File: src/logic/dpa_pkg.sv
// Shared constants, field positions and helper functions of the dual port adapter
`default_nettype none

package dpa_pkg;

  // ----------------------------------------------------------------
  // Widths and reset values
  // ----------------------------------------------------------------
  localparam int unsigned PORT_W      = 8;
  localparam int unsigned CTL_W       = 6;
  localparam logic [7:0]  REG_RESET   = 8'h00;
  localparam logic [5:0]  CTL_RESET   = 6'h00;
  // Edges after reset before a synchronised control line is trusted
  localparam logic [2:0]  FLAG_SETTLE = 3'h5;

  // ----------------------------------------------------------------
  // Register locations, address = {reg_select_hi, reg_select_lo}
  // ----------------------------------------------------------------
  localparam logic [1:0]  ADDR_PORT_A = 2'h0;
  localparam logic [1:0]  ADDR_CTL_A  = 2'h1;
  localparam logic [1:0]  ADDR_PORT_B = 2'h2;
  localparam logic [1:0]  ADDR_CTL_B  = 2'h3;

  // ----------------------------------------------------------------
  // Control register field positions
  // ----------------------------------------------------------------
  localparam int unsigned BIT_FLAG1   = 7;
  localparam int unsigned BIT_FLAG2   = 6;
  localparam int unsigned BIT_L2_OUT  = 5;
  localparam int unsigned BIT_L2_EDGE = 4;
  localparam int unsigned BIT_L2_EN   = 3;
  localparam int unsigned BIT_ACCESS  = 2;
  localparam int unsigned BIT_L1_EDGE = 1;
  localparam int unsigned BIT_L1_EN   = 0;

  // Control register as software sees it: two flags above the stored bits
  function automatic logic [7:0] dpa_ctl_view(input logic       flag1,
                                              input logic       flag2,
                                              input logic [5:0] ctl);
    dpa_ctl_view = {flag1, flag2, ctl};
  endfunction

  // Request is active when either flag meets its enable
  function automatic logic dpa_req(input logic       flag1,
                                   input logic       flag2,
                                   input logic [5:0] ctl);
    dpa_req = (flag1 & ctl[BIT_L1_EN]) | (flag2 & ctl[BIT_L2_EN]);
  endfunction

endpackage

`default_nettype wire

File: src/logic/dpa_adapter.sv
// Dual peripheral port adapter: ports, read-back paths and interrupt requests
`default_nettype none

// What this block does
// - Two 8-bit two-way ports, each side with two control lines.
// - Direction bit 1 makes a line an output, 0 an input.
// - Port A output lines drive their out-latch bit.
// - Port A input lines ignore the out latch.
// - Port A data read with access bit set returns all sampled pins.
// - Port A output lines read back the pin, not the latch.
// - Port B read: latch for outputs, pin for inputs.
// - Port B input lines are not driven.
// - Reset clears every internal register to zero.
// - Request outputs are active low and only pull low.
// - Bits 6 and 7 of each control register are flags with enables.
// - Side A bit 7 set by each active edge on line one.
// - Side A bit 6 set by active edge on line two when input.
// - Reading port A data clears side A flags.
// - Side B flags set like side A, enables bits 0 and 3.
// - Reading port B data clears side B flags.
// - Request low when bit7 and bit0, or bit6 and bit3, are set.
// - Access bit 1 selects port location, 0 selects direction register.
// - Bit 1 picks line one edge: 0 falling, 1 rising.
// - Bit 4 picks line two edge while line two is an input.
module dpa_adapter (
  input  wire logic                       clock_in,
  input  wire logic                       rst_in,
  input  wire logic                       select_high_first_in,
  input  wire logic                       select_high_second_in,
  input  wire logic                       select_low_in,
  input  wire logic                       reg_select_hi_in,
  input  wire logic                       reg_select_lo_in,
  input  wire logic [7:0]                 wr_data_in,
  input  wire logic                       wr_strobe_in,
  input  wire logic                       rd_strobe_in,
  output logic      [7:0]                 rd_data_out,
  input  wire logic [dpa_pkg::PORT_W-1:0] port_a_pins_in,
  output logic      [dpa_pkg::PORT_W-1:0] port_a_pins_out,
  output logic      [dpa_pkg::PORT_W-1:0] port_a_pins_oe_out,
  input  wire logic [dpa_pkg::PORT_W-1:0] port_b_pins_in,
  output logic      [dpa_pkg::PORT_W-1:0] port_b_pins_out,
  output logic      [dpa_pkg::PORT_W-1:0] port_b_pins_oe_out,
  input  wire logic                       side_a_irq_input_in,
  input  wire logic                       side_a_ctl_line_in,
  input  wire logic                       side_b_irq_input_in,
  input  wire logic                       side_b_ctl_line_in,
  output logic                            side_a_req_n_out,
  output logic                            side_a_req_oe_out,
  output logic                            side_b_req_n_out,
  output logic                            side_b_req_oe_out
);
  import dpa_pkg::*;

  // ----------------------------------------------------------------
  // State
  // ----------------------------------------------------------------
  typedef struct packed {
    logic [CTL_W-1:0]  side_a_control_reg;
    logic [CTL_W-1:0]  side_b_control_reg;
    logic [PORT_W-1:0] port_a_direction;
    logic [PORT_W-1:0] port_b_direction;
    logic [PORT_W-1:0] port_a_out_latch;
    logic [PORT_W-1:0] port_b_out_latch;
    logic [7:0]        rd_data;
    logic [PORT_W-1:0] pa_out;
    logic [PORT_W-1:0] pa_oe;
    logic [PORT_W-1:0] pb_out;
    logic [PORT_W-1:0] pb_oe;
    logic              req_a;
    logic              req_b;
  } dpa_state_type;

  dpa_state_type st_q;
  dpa_state_type st_d;

  logic [PORT_W-1:0] pa_level;
  logic [PORT_W-1:0] pb_level;
  logic [3:0]        ctl_level;
  logic              selected;
  logic [1:0]        addr;
  logic              rd_port_a;
  logic              rd_port_b;
  logic              evt_a1;
  logic              evt_a2;
  logic              evt_b1;
  logic              evt_b2;
  logic              flag_a1;
  logic              flag_a2;
  logic              flag_b1;
  logic              flag_b2;
  logic [7:0]        ctl_a_view;
  logic [7:0]        ctl_b_view;
  logic [PORT_W-1:0] pb_view;

  // ----------------------------------------------------------------
  // Input synchronisers
  // ----------------------------------------------------------------
  dpa_pin_sync #(.W(PORT_W)) u_sync_pa (
    .clock_in  (clock_in),
    .rst_in    (rst_in),
    .raw_in    (port_a_pins_in),
    .level_out (pa_level)
  );

  dpa_pin_sync #(.W(PORT_W)) u_sync_pb (
    .clock_in  (clock_in),
    .rst_in    (rst_in),
    .raw_in    (port_b_pins_in),
    .level_out (pb_level)
  );

  dpa_pin_sync #(.W(4)) u_sync_ctl (
    .clock_in  (clock_in),
    .rst_in    (rst_in),
    .raw_in    ({side_b_ctl_line_in, side_b_irq_input_in,
                 side_a_ctl_line_in, side_a_irq_input_in}),
    .level_out (ctl_level)
  );

  // ----------------------------------------------------------------
  // Access decode
  // ----------------------------------------------------------------
  assign selected  = select_high_first_in & select_high_second_in & ~select_low_in;
  assign addr      = {reg_select_hi_in, reg_select_lo_in};
  assign rd_port_a = rd_strobe_in & selected & (addr == ADDR_PORT_A)
                   & st_q.side_a_control_reg[BIT_ACCESS];
  assign rd_port_b = rd_strobe_in & selected & (addr == ADDR_PORT_B)
                   & st_q.side_b_control_reg[BIT_ACCESS];

  // ----------------------------------------------------------------
  // Interrupt flags
  // ----------------------------------------------------------------
  dpa_side_flags u_flags_a (
    .clock_in          (clock_in),
    .rst_in            (rst_in),
    .line1_in          (ctl_level[0]),
    .line2_in          (ctl_level[1]),
    .edge1_rise_in     (st_q.side_a_control_reg[BIT_L1_EDGE]),
    .edge2_rise_in     (st_q.side_a_control_reg[BIT_L2_EDGE]),
    .line2_is_input_in (~st_q.side_a_control_reg[BIT_L2_OUT]),
    .clear_in          (rd_port_a),
    .evt1_out          (evt_a1),
    .evt2_out          (evt_a2),
    .flag1_out         (flag_a1),
    .flag2_out         (flag_a2)
  );

  dpa_side_flags u_flags_b (
    .clock_in          (clock_in),
    .rst_in            (rst_in),
    .line1_in          (ctl_level[2]),
    .line2_in          (ctl_level[3]),
    .edge1_rise_in     (st_q.side_b_control_reg[BIT_L1_EDGE]),
    .edge2_rise_in     (st_q.side_b_control_reg[BIT_L2_EDGE]),
    .line2_is_input_in (~st_q.side_b_control_reg[BIT_L2_OUT]),
    .clear_in          (rd_port_b),
    .evt1_out          (evt_b1),
    .evt2_out          (evt_b2),
    .flag1_out         (flag_b1),
    .flag2_out         (flag_b2)
  );

  // ----------------------------------------------------------------
  // Read views
  // ----------------------------------------------------------------
  assign ctl_a_view = dpa_ctl_view(flag_a1, flag_a2, st_q.side_a_control_reg);
  assign ctl_b_view = dpa_ctl_view(flag_b1, flag_b2, st_q.side_b_control_reg);
  assign pb_view    = (st_q.port_b_out_latch & st_q.port_b_direction)
                    | (pb_level & ~st_q.port_b_direction);

  // ----------------------------------------------------------------
  // Next state
  // ----------------------------------------------------------------
  always_comb begin
    st_d = st_q;
    // Write path
    if (wr_strobe_in && selected) begin
      case (addr)
        ADDR_PORT_A: begin
          if (st_q.side_a_control_reg[BIT_ACCESS]) begin
            st_d.port_a_out_latch = wr_data_in;
          end else begin
            st_d.port_a_direction = wr_data_in;
          end
        end
        ADDR_CTL_A: begin
          st_d.side_a_control_reg = wr_data_in[CTL_W-1:0];
        end
        ADDR_PORT_B: begin
          if (st_q.side_b_control_reg[BIT_ACCESS]) begin
            st_d.port_b_out_latch = wr_data_in;
          end else begin
            st_d.port_b_direction = wr_data_in;
          end
        end
        ADDR_CTL_B: begin
          st_d.side_b_control_reg = wr_data_in[CTL_W-1:0];
        end
        default: begin
          st_d.side_a_control_reg = st_q.side_a_control_reg;
        end
      endcase
    end
    // Read path: data stands for the one cycle after the strobe
    st_d.rd_data = REG_RESET;
    if (rd_strobe_in && selected) begin
      case (addr)
        ADDR_PORT_A: begin
          // Pins, not the latch, so a loaded output can read low
          st_d.rd_data = st_q.side_a_control_reg[BIT_ACCESS] ? pa_level
                                                             : st_q.port_a_direction;
        end
        ADDR_CTL_A: begin
          st_d.rd_data = ctl_a_view;
        end
        ADDR_PORT_B: begin
          st_d.rd_data = st_q.side_b_control_reg[BIT_ACCESS] ? pb_view
                                                             : st_q.port_b_direction;
        end
        ADDR_CTL_B: begin
          st_d.rd_data = ctl_b_view;
        end
        default: begin
          st_d.rd_data = REG_RESET;
        end
      endcase
    end
    // Pin drivers: port A and B enables follow direction, so input lines are released
    st_d.pa_out = st_q.port_a_out_latch;
    st_d.pa_oe  = st_q.port_a_direction;
    st_d.pb_out = st_q.port_b_out_latch;
    st_d.pb_oe  = st_q.port_b_direction;
    // Requests
    st_d.req_a  = dpa_req(flag_a1, flag_a2, st_q.side_a_control_reg);
    st_d.req_b  = dpa_req(flag_b1, flag_b2, st_q.side_b_control_reg);
  end

  always_ff @(posedge clock_in or posedge rst_in) begin
    if (rst_in) begin
      st_q <= '0;
    end else begin
      st_q <= st_d;
    end
  end

  // ----------------------------------------------------------------
  // Outputs
  // ----------------------------------------------------------------
  assign rd_data_out        = st_q.rd_data;
  assign port_a_pins_out    = st_q.pa_out;
  assign port_a_pins_oe_out = st_q.pa_oe;
  assign port_b_pins_out    = st_q.pb_out;
  assign port_b_pins_oe_out = st_q.pb_oe;
  // Open drain: level is low whenever driven, enable carries the request
  assign side_a_req_n_out   = ~st_q.req_a;
  assign side_a_req_oe_out  = st_q.req_a;
  assign side_b_req_n_out   = ~st_q.req_b;
  assign side_b_req_oe_out  = st_q.req_b;
endmodule // dpa_adapter

`default_nettype wire

File: src/logic/dpa_pin_sync.sv
// Three-stage pin synchroniser with agreement filter
`default_nettype none

module dpa_pin_sync #(
  parameter int unsigned W = 8
) (
  input  wire logic         clock_in,
  input  wire logic         rst_in,
  input  wire logic [W-1:0] raw_in,
  output logic      [W-1:0] level_out
);
  import dpa_pkg::*;

  typedef struct packed {
    logic [W-1:0] s1;
    logic [W-1:0] s2;
    logic [W-1:0] s3;
    logic [W-1:0] level;
  } dpa_sync_state_type;

  dpa_sync_state_type st_q;
  dpa_sync_state_type st_d;

  always_comb begin
    st_d    = st_q;
    st_d.s1 = raw_in;
    st_d.s2 = st_q.s1;
    st_d.s3 = st_q.s2;
    // Accept a new level only where the second and third stages agree
    st_d.level = (st_q.s2 & st_q.s3) | (st_q.level & (st_q.s2 | st_q.s3));
  end

  always_ff @(posedge clock_in or posedge rst_in) begin
    if (rst_in) begin
      st_q <= '0;
    end else begin
      st_q <= st_d;
    end
  end

  assign level_out = st_q.level;

endmodule // dpa_pin_sync

`default_nettype wire

File: src/logic/dpa_side_flags.sv
// Edge detection and interrupt flags of one adapter side
`default_nettype none

module dpa_side_flags (
  input  wire logic clock_in,
  input  wire logic rst_in,
  input  wire logic line1_in,
  input  wire logic line2_in,
  input  wire logic edge1_rise_in,
  input  wire logic edge2_rise_in,
  input  wire logic line2_is_input_in,
  input  wire logic clear_in,
  output logic      evt1_out,
  output logic      evt2_out,
  output logic      flag1_out,
  output logic      flag2_out
);
  import dpa_pkg::*;

  typedef struct packed {
    logic [2:0] warm;
    logic prev1;
    logic prev2;
    logic flag1;
    logic flag2;
  } dpa_flag_state_type;

  dpa_flag_state_type st_q;
  dpa_flag_state_type st_d;
  logic               evt1;
  logic               evt2;
  logic               settled;

  always_comb begin
    st_d = st_q;
    // Trust samples only once the synchroniser passes real pin levels, not its reset zero
    settled = (st_q.warm == FLAG_SETTLE);
    evt1 = settled & (edge1_rise_in ? (line1_in & ~st_q.prev1)
                                    : (~line1_in & st_q.prev1));
    evt2 = settled & line2_is_input_in
         & (edge2_rise_in ? (line2_in & ~st_q.prev2) : (~line2_in & st_q.prev2));
    st_d.warm   = settled ? st_q.warm : st_q.warm + 3'h1;
    st_d.prev1  = line1_in;
    st_d.prev2  = line2_in;
    // A new edge wins over a clearing read in the same cycle
    st_d.flag1  = evt1 | (st_q.flag1 & ~clear_in);
    st_d.flag2  = evt2 | (st_q.flag2 & ~clear_in);
  end

  always_ff @(posedge clock_in or posedge rst_in) begin
    if (rst_in) begin
      st_q <= '0;
    end else begin
      st_q <= st_d;
    end
  end

  assign evt1_out  = evt1;
  assign evt2_out  = evt2;
  assign flag1_out = st_q.flag1;
  assign flag2_out = st_q.flag2;

endmodule // dpa_side_flags

`default_nettype wire

File: config.mk
export PLATFORM = sky130hd
export DESIGN_NAME = dpa_adapter
export DESIGN_NICKNAME = d
export VERILOG_FILES = /design/src/logic/dpa_pkg.sv /design/src/logic/dpa_adapter.sv /design/src/logic/dpa_pin_sync.sv /design/src/logic/dpa_side_flags.sv
export SDC_FILE = /design/constraint.sdc
export NUM_CORES = 1
export LEC_CHECK = 0
export ABC_AREA = 1
export BUFFER_PORTS_ARGS = -buffer_cell sky130_fd_sc_hd__buf_2
export CELL_PAD_IN_SITES_DETAIL_PLACEMENT = 0
export CELL_PAD_IN_SITES_GLOBAL_PLACEMENT = 1
export CORE_ASPECT_RATIO = 0.9
export CORE_MARGIN = 3
export CORE_UTILIZATION = 45
export DETAILED_ROUTE_END_ITERATION = 10
export PLACE_DENSITY_LB_ADDON = 0.1
export SETUP_SLACK_MARGIN = 0.02
export SKIP_CTS_REPAIR_TIMING = 1
export SYNTH_ARGS = -nofsm -noshare
export SYNTH_HDL_FRONTEND = slang
export SYNTH_SLANG_ARGS = --single-unit
File: constraint.sdc
create_clock -name clock_in -period 6.9 [get_ports clock_in]
set_clock_uncertainty 0.2 [all_clocks]
set_input_delay 0.69 -clock clock_in [delete_from_list [all_inputs] [get_ports clock_in]]
set_output_delay 0.69 -clock clock_in [all_outputs]
set_load 0.02 [all_outputs]
# Yosys cells after proc, flatten, opt, wreduce, memory -nomap -nowiden
# Index checks and enable logic that the tools add are counted.
[op_classes]
add_sub_neg = 2
eq_ne = 5
n_mux = 8
bitwise = 68
n_reduce_logical = 9
[op_table]
columns = ["cell", "count"]
rows = [
  ["$and A8 B8 Y8", 6],
  ["$or A8 B8 Y8", 5],
  ["$pmux W8 S4", 1],
  ["$and A1 B1 Y1", 29],
  ["$mux W8", 3],
  ["$not A1 Y1", 17],
  ["$reduce_and A3 Y1", 4],
  ["$and A4 B4 Y4", 2],
  ["$not A8 Y8", 1],
  ["$or A4 B4 Y4", 2],
  ["$add A3 B1 Y3 const B", 2],
  ["$eq A3 B3 Y1 const B", 2],
  ["$or A1 B1 Y1", 6],
  ["$eq A2 B2 Y1 const B", 2],
  ["$mux W1", 4],
  ["$reduce_and A2 Y1", 2],
  ["$eq A2 B1 Y1 const B", 1],
  ["$logic_and A1 B1 Y1", 2],
  ["$logic_not A2 Y1", 1],
]
[word_totals]
regBits = 180
inputBits = 37
wordCells = 127

# Depth between registers and ports, before layout
# Gate-level depths: netlist of the first run.
[depth]
word_depth = 8
mapped_depth = 8
depth_no_buf = 7

# Hierarchy
# From an unflattened synthesis of the first run, not the netlist that was laid out.
[hier_totals]
hier_cells = 646
area_unflattened_um2 = 6675.2
[by_module_without_submodules]
columns = ["mod", "n_inst", "cells_each", "area_each_um2", "seq_area_each_um2"]
rows = [
  ["dpa_adapter", 1, 377, 3498.4, 2152.1],
  ["dpa_pin_sync at u_sync_pa ...", 2, 73, 994.7, 800.8],
  ["dpa_side_flags", 2, 43, 344.1, 175.2],
  ["dpa_pin_sync at u_sync_ctl", 1, 37, 499.2, 400.4],
]

# Least setup slack after synthesis of the first run
# OpenSTA, ideal clock, no wires.
[synth_timing]
kind = "input to register"
startpoint = "input port reg_select_lo_in"
endpoint = "register st_q (netlist bit st_d[2])"
setup_ps = 126
arrival_ps = 1481
required_time_ps = 6574
slack_ps = 5093
path_stages = 6
n_path_buf = 2
cell_sequence = "buf_4 nor2_8 nand2_1 nor2_4 buf_4 o21ai_0"
[synth_via]
elab_chain_cells = 2
[synth_lines]
columns = ["element", "line", "rtl"]
rows = [
  ["from (decl)", "dpa_adapter.sv:32", "input wire logic reg_select_lo_in,"],
  ["$eq A2 B2 Y1", "dpa_adapter.sv:178", "case (addr)"],
  ["$reduce_and A3 Y1 (no line)", "n/a", ""],
  ["to (signal assigned)", "dpa_adapter.sv:242", "st_q <= st_d;"],
  ["to (decl)", "dpa_adapter.sv:73", "dpa_state_type st_q;"],
]
# Every way passes these cells.
# A chain may end at the register's enable or synchronous reset.

==> impl_metrics.tcl, run 1 <==
set metrics [dict create \
    r2r-start "ctl_a_view[2]" \
    critPathMaxStageDelay_ns 0.84 \
    drc_errors 0 \
    fin_setup_tns_ns 0 \
    final_area_sq_um 7400 \
    p_leak_nw 3.68 \
    cts_buffers 17 \
    synth_cell_types 24 \
    yosys_warnings 0 \
    path_clk_slew_ns 0.07 \
    synth-edff-count 0 \
    place_congestion 0.833 \
    yosysMostFrequentCell "dfrtp_1" \
    slowest_stage "buf_4" \
    num_vias 3890 \
    clockBufferDepth 2 \
    synthTopCellsByCount "180 x dfrtp_1, 139 x nand2_1, 58 x o21ai_0, 54 x inv_1, 40 x nand3_1" \
    cts_tree "built" \
    dieArea_sq_um 15300 \
    multiInputGateArea_sq_um 1450 \
    final_cell_count_no_fill 801 \
    finalHoldViolations 0 \
    dr.pass1.iters 4 \
    ys_async_sr_fraction_pct 100 \
    cts_max_level 4 \
    antenna_found_initial 0 \
    vdd_drop_max_v 0.000246 \
    start_util_pct 46.3 \
    die_h_um 118 \
    cp_top_family "buffers and inverters" \
    crit_required_ns 7.14 \
    cts-root-buf "clkbuf_16" \
    startpoint "rst_in" \
    final_antenna_net_count 0 \
    hpwl_mm 8.33 \
    register_area_sq_um 4500 \
    end_kind "async pin" \
    finalSetupViolCount 0 \
    io_buffers 80 \
    nNetsFinal 661 \
    largest_reg_flops 32 \
    fin_crit_ns 2.14 \
    grt_pass1_wl_mm 20.4 \
    clkSinkCount 180 \
    drv_slew 0 \
    grt_usage_pct 17.6 \
    status "finished, final reports clean" \
    slew_headroom_pct 37.8 \
    drt-vias-per-instance 4.86 \
    grt_max_degree 108 \
    synth.largest_area_cell "dfrtp_1" \
    post-route-util_pct 55.0 \
    crit_buf_inv 3 \
    die_w_um 130 \
    first_global_vias 3839 \
    routed_wl_mm 12.4 \
    clock.fmax_ghz 0.467 \
    synthTopCellsByArea "dfrtp_1 72%, nand2_1 8.4%, o21ai_0 4.7%" \
    syn_nets 574 \
    ys_ff_latch 180 \
    rows 40 \
    postPlaceCellArea_sq_um 6790 \
    areaGrowthSynthToFinish_pct 18.7 \
    maxCapViolations 0 \
    fillers 1159 \
    netlist_area_sq_um 6240 \
    synthFlopType "dfrtp_1" \
    drive_gt1_share_pct 19.6 \
    io_pins 81 \
    cp_max_fo 107 \
    powerDensity_nw_per_um2 332 \
    gr-total-overflow 0 \
    drt_iter0_drc 335 \
    synth_top_area_share_pct 72.2 \
    hold_path.startpoint "u_sync_ctl.st_d[9]" \
    crit_arrival_ns 2.37 \
    synth_area_per_cell_sq_um 11.7 \
    routedWlPerCell_um 15.4 \
    worst-setup-path-type "in -> async" \
    synth_cells 533 \
    path_cells "buf_2, inv_6, buf_4" \
    place_inst 769 \
    antenna_cells 0 \
    worst_setup_path_start_kind "input port" \
    core-area_sq_um 13500 \
    yosysSeqAreaShare_pct 72.2 \
    rsz0062_at_grt "no" \
    post-route-period-util_pct 31.0 \
    hold_path_class "reg -> reg" \
    clk_latency_ns 0.42 \
    worst_slew_pin_slew_ns 0.933 \
]
worst paths after layout:
check / slack [ns] / depth (start not counted) / end
worst min-delay path: 0.15 / 0 / u_sync_ctl.st_d[5]
worst min register to register: 0.15 / 0 / u_sync_ctl.st_d[5]
min in group asynchronous: 0.24 / 2 / u_sync_pb.st_q[15]
worst max register to register: 4.94 / 5 / st_d[18]
max in group clock_in: 4.94 / 6 / st_d[26]
worst max-delay path: 4.76 / 3 / rd_data_out[0]
layout by cell type (no fill, tap or decap), drive strengths merged:
| cell | instances |
|---|---|
| a21oi | 4 |
| a22o | 2 |
| buf | 81 |
| bufinv | 2 |
| clkbuf | 20 |
| clkinv | 7 |
| clkinvlp | 1 |
| dfrtp | 180 |
| ha | 4 |
| inv | 59 |
| maj3 | 20 |
| nand2 | 140 |
| nand3 | 40 |
| nand3b | 1 |
| nand4 | 2 |
| nor2 | 8 |
| o21ai | 58 |
| xnor2 | 2 |
| xor2 | 2 |
worst reg2reg max path: stages (launching register included):
cell and delay, ns:
dfrtp_1 0.61, clkinv_1 0.39, nand2_1 0.39, nor2_4 0.12, nand2_1 0.08, nand2_1 0.06
kinds of logic (layout without fill, tap and decap cells):
family | after synthesis | in the layout | share of synthesized area [%]
AOI/OAI and AO/OA | 64 | 64 | 5.26
and+or+nand+nor | 191 | 191 | 13.4
buffers and inverters | 70 | 170 | 4.53
adders and majority gates | 24 | 24 | 4.01
DFF | 180 | 180 | 72.2
xor gates and xnor gates | 4 | 4 | 0.562
area by class of cell:
cell class | instances | area share, %
clock buffers | 20 | 6.30
flip-flops and latches | 180 | 60.8
multi-input cells | 283 | 19.6
clock inverters | 12 | 1.98
repair buffers | 81 | 5.51
inverters | 57 | 2.96
well taps | 168 | 2.84
report_power, final:
group	leakage (nW)	total [mW]	switching [mW]	internal, mW
combinational	1.26	0.249	0.165	0.0842
sequential	2.13	1.24	0.0737	1.16
clock	0.300	0.970	0.401	0.569
total	3.68	2.46	0.640	1.82
stage by stage:
step                setup WS [ns]  hold WS (ns)  power (mW)
CTS                          4.67         0.148        2.49
global route                 4.42         0.147        2.57
detailed placement           4.21         0.136        1.51
floorplan                    1.12         0.131        1.40
global placement             4.28         0.132        1.50
finish                       4.76         0.150        2.46
routing by layer:
layer	wire length (um)	track usage, %	vias to the layer above
met2	5570	25.8	106
met4	128	5.39	0
met1	5860	25.3	1906
met5	0	0	-
met3	783	5.31	11
li1	-	-	1867
Power figures use the tool's default switching activity.
==> inputs of run 2 (changes only) <==
- CORE_UTILIZATION: 45 -> 41
- clock period: 6.9 -> 1.8 ns (I/O delays scaled with it)
==> run 2 against run 1 <==
Effect of this change:
- sequential cell count stayed put
- cell area is 6.8% higher
- count of clock-buffer cells in the layout is 1 lower
- power grew to 4.0 times the previous value
- largest cell class unchanged
- highest routed layer unchanged
==> impl_metrics.tcl, run 2 (same netlist as run 1, synthesis figures left out) <==
set metrics [dict create \
    fin_setup_tns_ns 0 \
    die_h_um 123 \
    grt_usage_pct 16.9 \
    setup_ws_ns 0.255 \
    nNetsFinal 702 \
    crit_arrival_ns 1.64 \
    maxCapViolations 0 \
    vdd_drop_max_v 0.000769 \
    post-route-period-util_pct 85.8 \
    cts_buffers 17 \
    post-route-util_pct 53.4 \
    cts_max_level 4 \
    place_inst 811 \
    critPathMaxStageDelay_ns 0.62 \
    end_kind "register" \
    hold_path_class "in -> reg" \
    start_util_pct 42.1 \
    grt_pass1_wl_mm 21.2 \
    clkSinkCount 180 \
    hold_path.startpoint "select_low_in" \
    finalHoldViolations 0 \
    rows 42 \
    clockBufferDepth 2 \
    dieArea_sq_um 16700 \
    fillers 1333 \
    drive_gt1_share_pct 19.9 \
    finalSetupViolCount 0 \
    total_power_mw 9.72 \
    die_w_um 136 \
    drt_iter0_drc 210 \
    layout_common_cells "180 x dfrtp_1, 139 x nand2_1, 80 x buf_2, 58 x o21ai_0, 53 x inv_1" \
    r2r-start "ctl_b_view[2]" \
    post-place-ws_ns 0.160 \
    grt_max_degree 38 \
    worst_slew_pin_slew_ns 0.552 \
    p_leak_nw 3.89 \
    multiInputGateArea_sq_um 1450 \
    startpoint "ctl_b_view[2]" \
    crit_required_ns 1.90 \
    drt-vias-per-instance 4.64 \
    path_cells "nand2_2, nor2_4, o21ai_0" \
    io_buffers 80 \
    whs_ns 0.111 \
    worst-setup-path-type "reg -> reg" \
    register_area_sq_um 4500 \
    clk_latency_ns 0.42 \
    fin_crit_ns 1.54 \
    place_congestion 0.881 \
    io_pins 81 \
    areaGrowthSynthToFinish_pct 26.8 \
    powerDensity_nw_per_um2 1230 \
    largest_reg_flops 32 \
    num_vias 4042 \
    dr.pass1.iters 4 \
    routedWlPerCell_um 14.8 \
    cts-root-buf "clkbuf_16" \
    final_common_cell "dfrtp_1" \
    status "finished, final reports clean" \
    antenna_cells 0 \
    antenna_found_initial 0 \
    drc_errors 0 \
    clock.fmax_ghz 0.647 \
    rsz0062_at_grt "no" \
    hpwl_mm 8.90 \
    gr-total-overflow 0 \
    final_area_sq_um 7910 \
    final_antenna_net_count 0 \
    first_global_vias 4075 \
    final_cell_count_no_fill 872 \
    slew_headroom_pct 63.2 \
    drv_slew 0 \
    cts_tree "built" \
    slowest_stage "dfrtp_1" \
    postPlaceCellArea_sq_um 6990 \
    path_clk_slew_ns 0.07 \
    core-area_sq_um 14800 \
    cp_max_fo 16 \
    worst_setup_path_start_kind "register" \
    routed_wl_mm 12.9 \
]
-- run 2: changes by cell type in the layout (fill, tap and decap cells not counted), sizes merged --
cell,change
dlygate4sd3,+29
buf,+12
clkinv,-3
bufinv,+2
clkbuf,-1
clkinvlp,+1
inv,+1
-- run 2: power breakdown --
part / total (mW) / internal (mW) / switching (mW)
Clock: 3.90 / 2.35 / 1.55
Sequential: 4.72 / 4.46 / 0.263
Combinational: 1.09 / 0.416 / 0.675
Total: 9.72 / 7.23 / 2.49
-- run 2: area by class of cell --
type / instances / share of cell area, %
multi-input cells: 283 / 18.3
clock inverters: 13 / 2.45
inverters: 57 / 2.75
flip-flops and latches: 180 / 56.9
well taps: 198 / 3.13
repair buffers: 122 / 10.9
clock buffers: 19 / 5.47
-- run 2: critical path, delay by kind of cell, from the launching register on --
family | cells | cell delay [ns]
flops | 1 | 0.62
simple gates | 2 | 0.45
compound gates | 1 | 0.14
-- run 2: final timing paths --
| kind | slack [ns] | endpoint | cells after the start |
|---|---|---|---|
| setup / recovery | 0.26 | st_d[16] | 3 |
| hold / removal | 0.11 | st_d[33] | 6 |
| setup reg to reg | 0.26 | st_d[16] | 3 |
| hold reg to reg | 0.15 | u_sync_ctl.st_d[5] | 0 |
| max in group asynchronous | 0.68 | port_a_pins_oe_out[1] | 4 |
| min in group asynchronous | 0.16 | u_sync_ctl.st_d[7] | 3 |
-- run 2: routing by layer --
layer  GRT usage (%)  share of wire (%)  wire, um
met1            25.0                 50      6390
met2            23.7                 43      5540
met3            4.52                5.2       665
met4            6.86                2.2       288
met5               0                  0         0
==> inputs of run 3 (changes only) <==
- ABC_AREA: 1 -> default
- CORE_UTILIZATION: 41 -> 43
- GPL_TIMING_DRIVEN: default -> 0
- PLACE_DENSITY_LB_ADDON: 0.1 -> 0.25
==> run 3 against run 2 <==
Effect of this change:
- combinational power is 14% lower
- sequential cell count stayed put
- die area is 7.3% lower
- fmax is 8.3% lower
- worst hold slack better by 0.027 ns
- routed wire length is 13% lower
- largest power group unchanged
- largest cell class unchanged
- power is 5.8% lower
- critical path depth is 1 higher
- count of clock-buffer cells in the layout is 3 higher
- synthesized cell count is 29% lower
- sequential power is 1% lower
==> impl_metrics.tcl, run 3 <==
set metrics [dict create \
    status "finished, final reports clean" \
    yosysSeqAreaShare_pct 74.6 \
    hold_path_class "in -> reg" \
    syn_nets 417 \
    drt_iter0_drc 178 \
    cts_max_level 4 \
    die_w_um 131 \
    synth.largest_area_cell "dfrtp_1" \
    hpwl_mm 7.74 \
    areaGrowthSynthToFinish_pct 26.8 \
    grt_usage_pct 15.5 \
    clockBufferDepth 2 \
    final_cell_count_no_fill 712 \
    grt_max_degree 46 \
    end_kind "register" \
    synth_cells 376 \
    finalSetupViolCount 0 \
    drt-vias-per-instance 4.77 \
    synth_area_per_cell_sq_um 16.1 \
    crit_arrival_ns 1.79 \
    ys_async_sr_fraction_pct 100 \
    clk_latency_ns 0.42 \
    synth_cell_types 35 \
    cts_buffers 17 \
    routedWlPerCell_um 15.7 \
    largest_reg_flops 32 \
    worst_slew_pin_slew_ns 0.591 \
    dr.pass1.iters 4 \
    rows 40 \
    die_h_um 118 \
    drc_errors 0 \
    vdd_drop_max_v 0.000719 \
    synth-edff-count 0 \
    cts_tree "built" \
    io_buffers 80 \
    cts-root-buf "clkbuf_16" \
    num_vias 3395 \
    first_global_vias 3377 \
    grt_pass1_wl_mm 17.9 \
    yosys_warnings 0 \
    antenna_found_initial 1 \
    start_util_pct 44.5 \
    synthFlopType "dfrtp_1" \
    post-route-util_pct 56.5 \
    cp_max_fo 10 \
    core-area_sq_um 13600 \
    layout_common_cells "180 x dfrtp_1, 88 x buf_2, 44 x mux2_2, 29 x dlygate4sd3_1, 20 x maj3_1" \
    nNetsFinal 551 \
    fin_setup_tns_ns 0 \
    rsz0062_at_grt "no" \
    ys_ff_latch 180 \
    powerDensity_nw_per_um2 1200 \
    yosysMostFrequentCell "dfrtp_1" \
    fin_crit_ns 1.68 \
    post-place-ws_ns -0.298 \
    synthTopCellsByArea "dfrtp_1 75%, mux2_2 8.2%, maj3_1 3.3%" \
    clkSinkCount 180 \
    drv_slew 0 \
    path_clk_slew_ns 0.06 \
    setup_ws_ns 0.116 \
    clock.fmax_ghz 0.594 \
    gr-total-overflow 0 \
    dieArea_sq_um 15500 \
    final_common_cell "dfrtp_1" \
    place_inst 649 \
    synthTopCellsByCount "180 x dfrtp_1, 44 x mux2_2, 20 x maj3_1, 14 x nand2_1, 13 x nor2_1" \
    crit_required_ns 1.91 \
    worst-setup-path-type "reg -> reg" \
    synth_top_area_share_pct 74.6 \
    final_antenna_net_count 0 \
    worst_setup_path_start_kind "register" \
    slew_headroom_pct 60.4 \
    maxCapViolations 0 \
    finalHoldViolations 0 \
    routed_wl_mm 11.2 \
    drive_gt1_share_pct 33.7 \
    antenna_cells 0 \
    io_pins 81 \
    netlist_area_sq_um 6040 \
    place_congestion 0.808 \
    post-route-period-util_pct 93.5 \
    p_leak_nw 3.69 \
]
-- run 3: cell count changes after synthesis, sizes merged, moves of 4 or more --
cell / delta
a31oi: +9
a22o: +5
nand3: -36
o211ai: +5
inv: -51
nand3b: +6
and3: +6
nor2: +5
a21o: +9
o21ai: -57
nand2: -126
mux2: +44
a22oi: +4
a21oi: +6
-- run 3: worst paths after layout --
| check | from | endpoint | slack [ns] | cells after the start |
|---|---|---|---|---|
| min in group asynchronous | rst_in | u_sync_pb.level_out[5] | 0.16 | 3 |
| min reg2reg | u_sync_pb.st_d[17] | u_sync_pb.st_d[9] | 0.14 | 0 |
| max reg2reg | ctl_a_view[2] | rd_data_out[7] | 0.12 | 4 |
| max in group asynchronous | rst_in | u_sync_pb.st_d[20] | 0.39 | 5 |
| min | rd_strobe_in | u_flags_a.flag1_out | 0.14 | 4 |
| max | ctl_a_view[2] | rd_data_out[7] | 0.12 | 4 |
-- run 3: cells by family (layout without fill, tap and decap cells) --
family,Yosys count,in the layout,synth area share [%]
compound gates,52,52,6.03
xor+xnor,2,2,0.290
fa+ha+maj,24,24,4.14
buf+inv,17,164,1.28
flops,180,180,74.6
mux,44,44,8.20
simple gates,57,57,5.49
-- run 3: metrics by stage --
stage,hold slack [ns],instance area (sq um),power (mW)
detailed placement,0.0646,6760,5.66
global placement,0.0876,6680,5.61
finish,0.138,7660,9.16
CTS,-0.390,7340,9.22
global route,0.146,7660,9.59
floorplan,0.0114,6040,5.27
-- run 3: metal layers --
metal  vias up  track usage (%)  wire length [um]
met1      1708             22.2              5310
li1       1591                -                 -
met5         -                0                 7
met2        83             22.4              5120
met3        11             5.42               603
met4         2             4.43               111
-- run 3: where the power goes --
| group | internal (mW) | switching, mW | total [mW] | leakage, nW |
|---|---|---|---|---|
| logic | 0.434 | 0.507 | 0.941 | 1.19 |
| registers | 4.44 | 0.237 | 4.67 | 2.22 |
| clock network | 2.06 | 1.48 | 3.54 | 0.283 |
-- run 3: cell type report --
cell class              instances  area (sq um)
clock buffers                  22           484
repair buffers                116           793
inverters                       5          22.5
flip-flops and latches        180          4500
well taps                     189           236
fillers                      1095          5900
clock inverters                10          98.8
plain buffers                  11          55.1
multi-input cells             179          1470
-- run 3: worst max-delay path: stages (launching register included) --
cell and delay, ns:
dfrtp_1 0.44, clkbuf_1 0.36, nand3b_1 0.12, a22o_1 0.27, a21oi_1 0.19
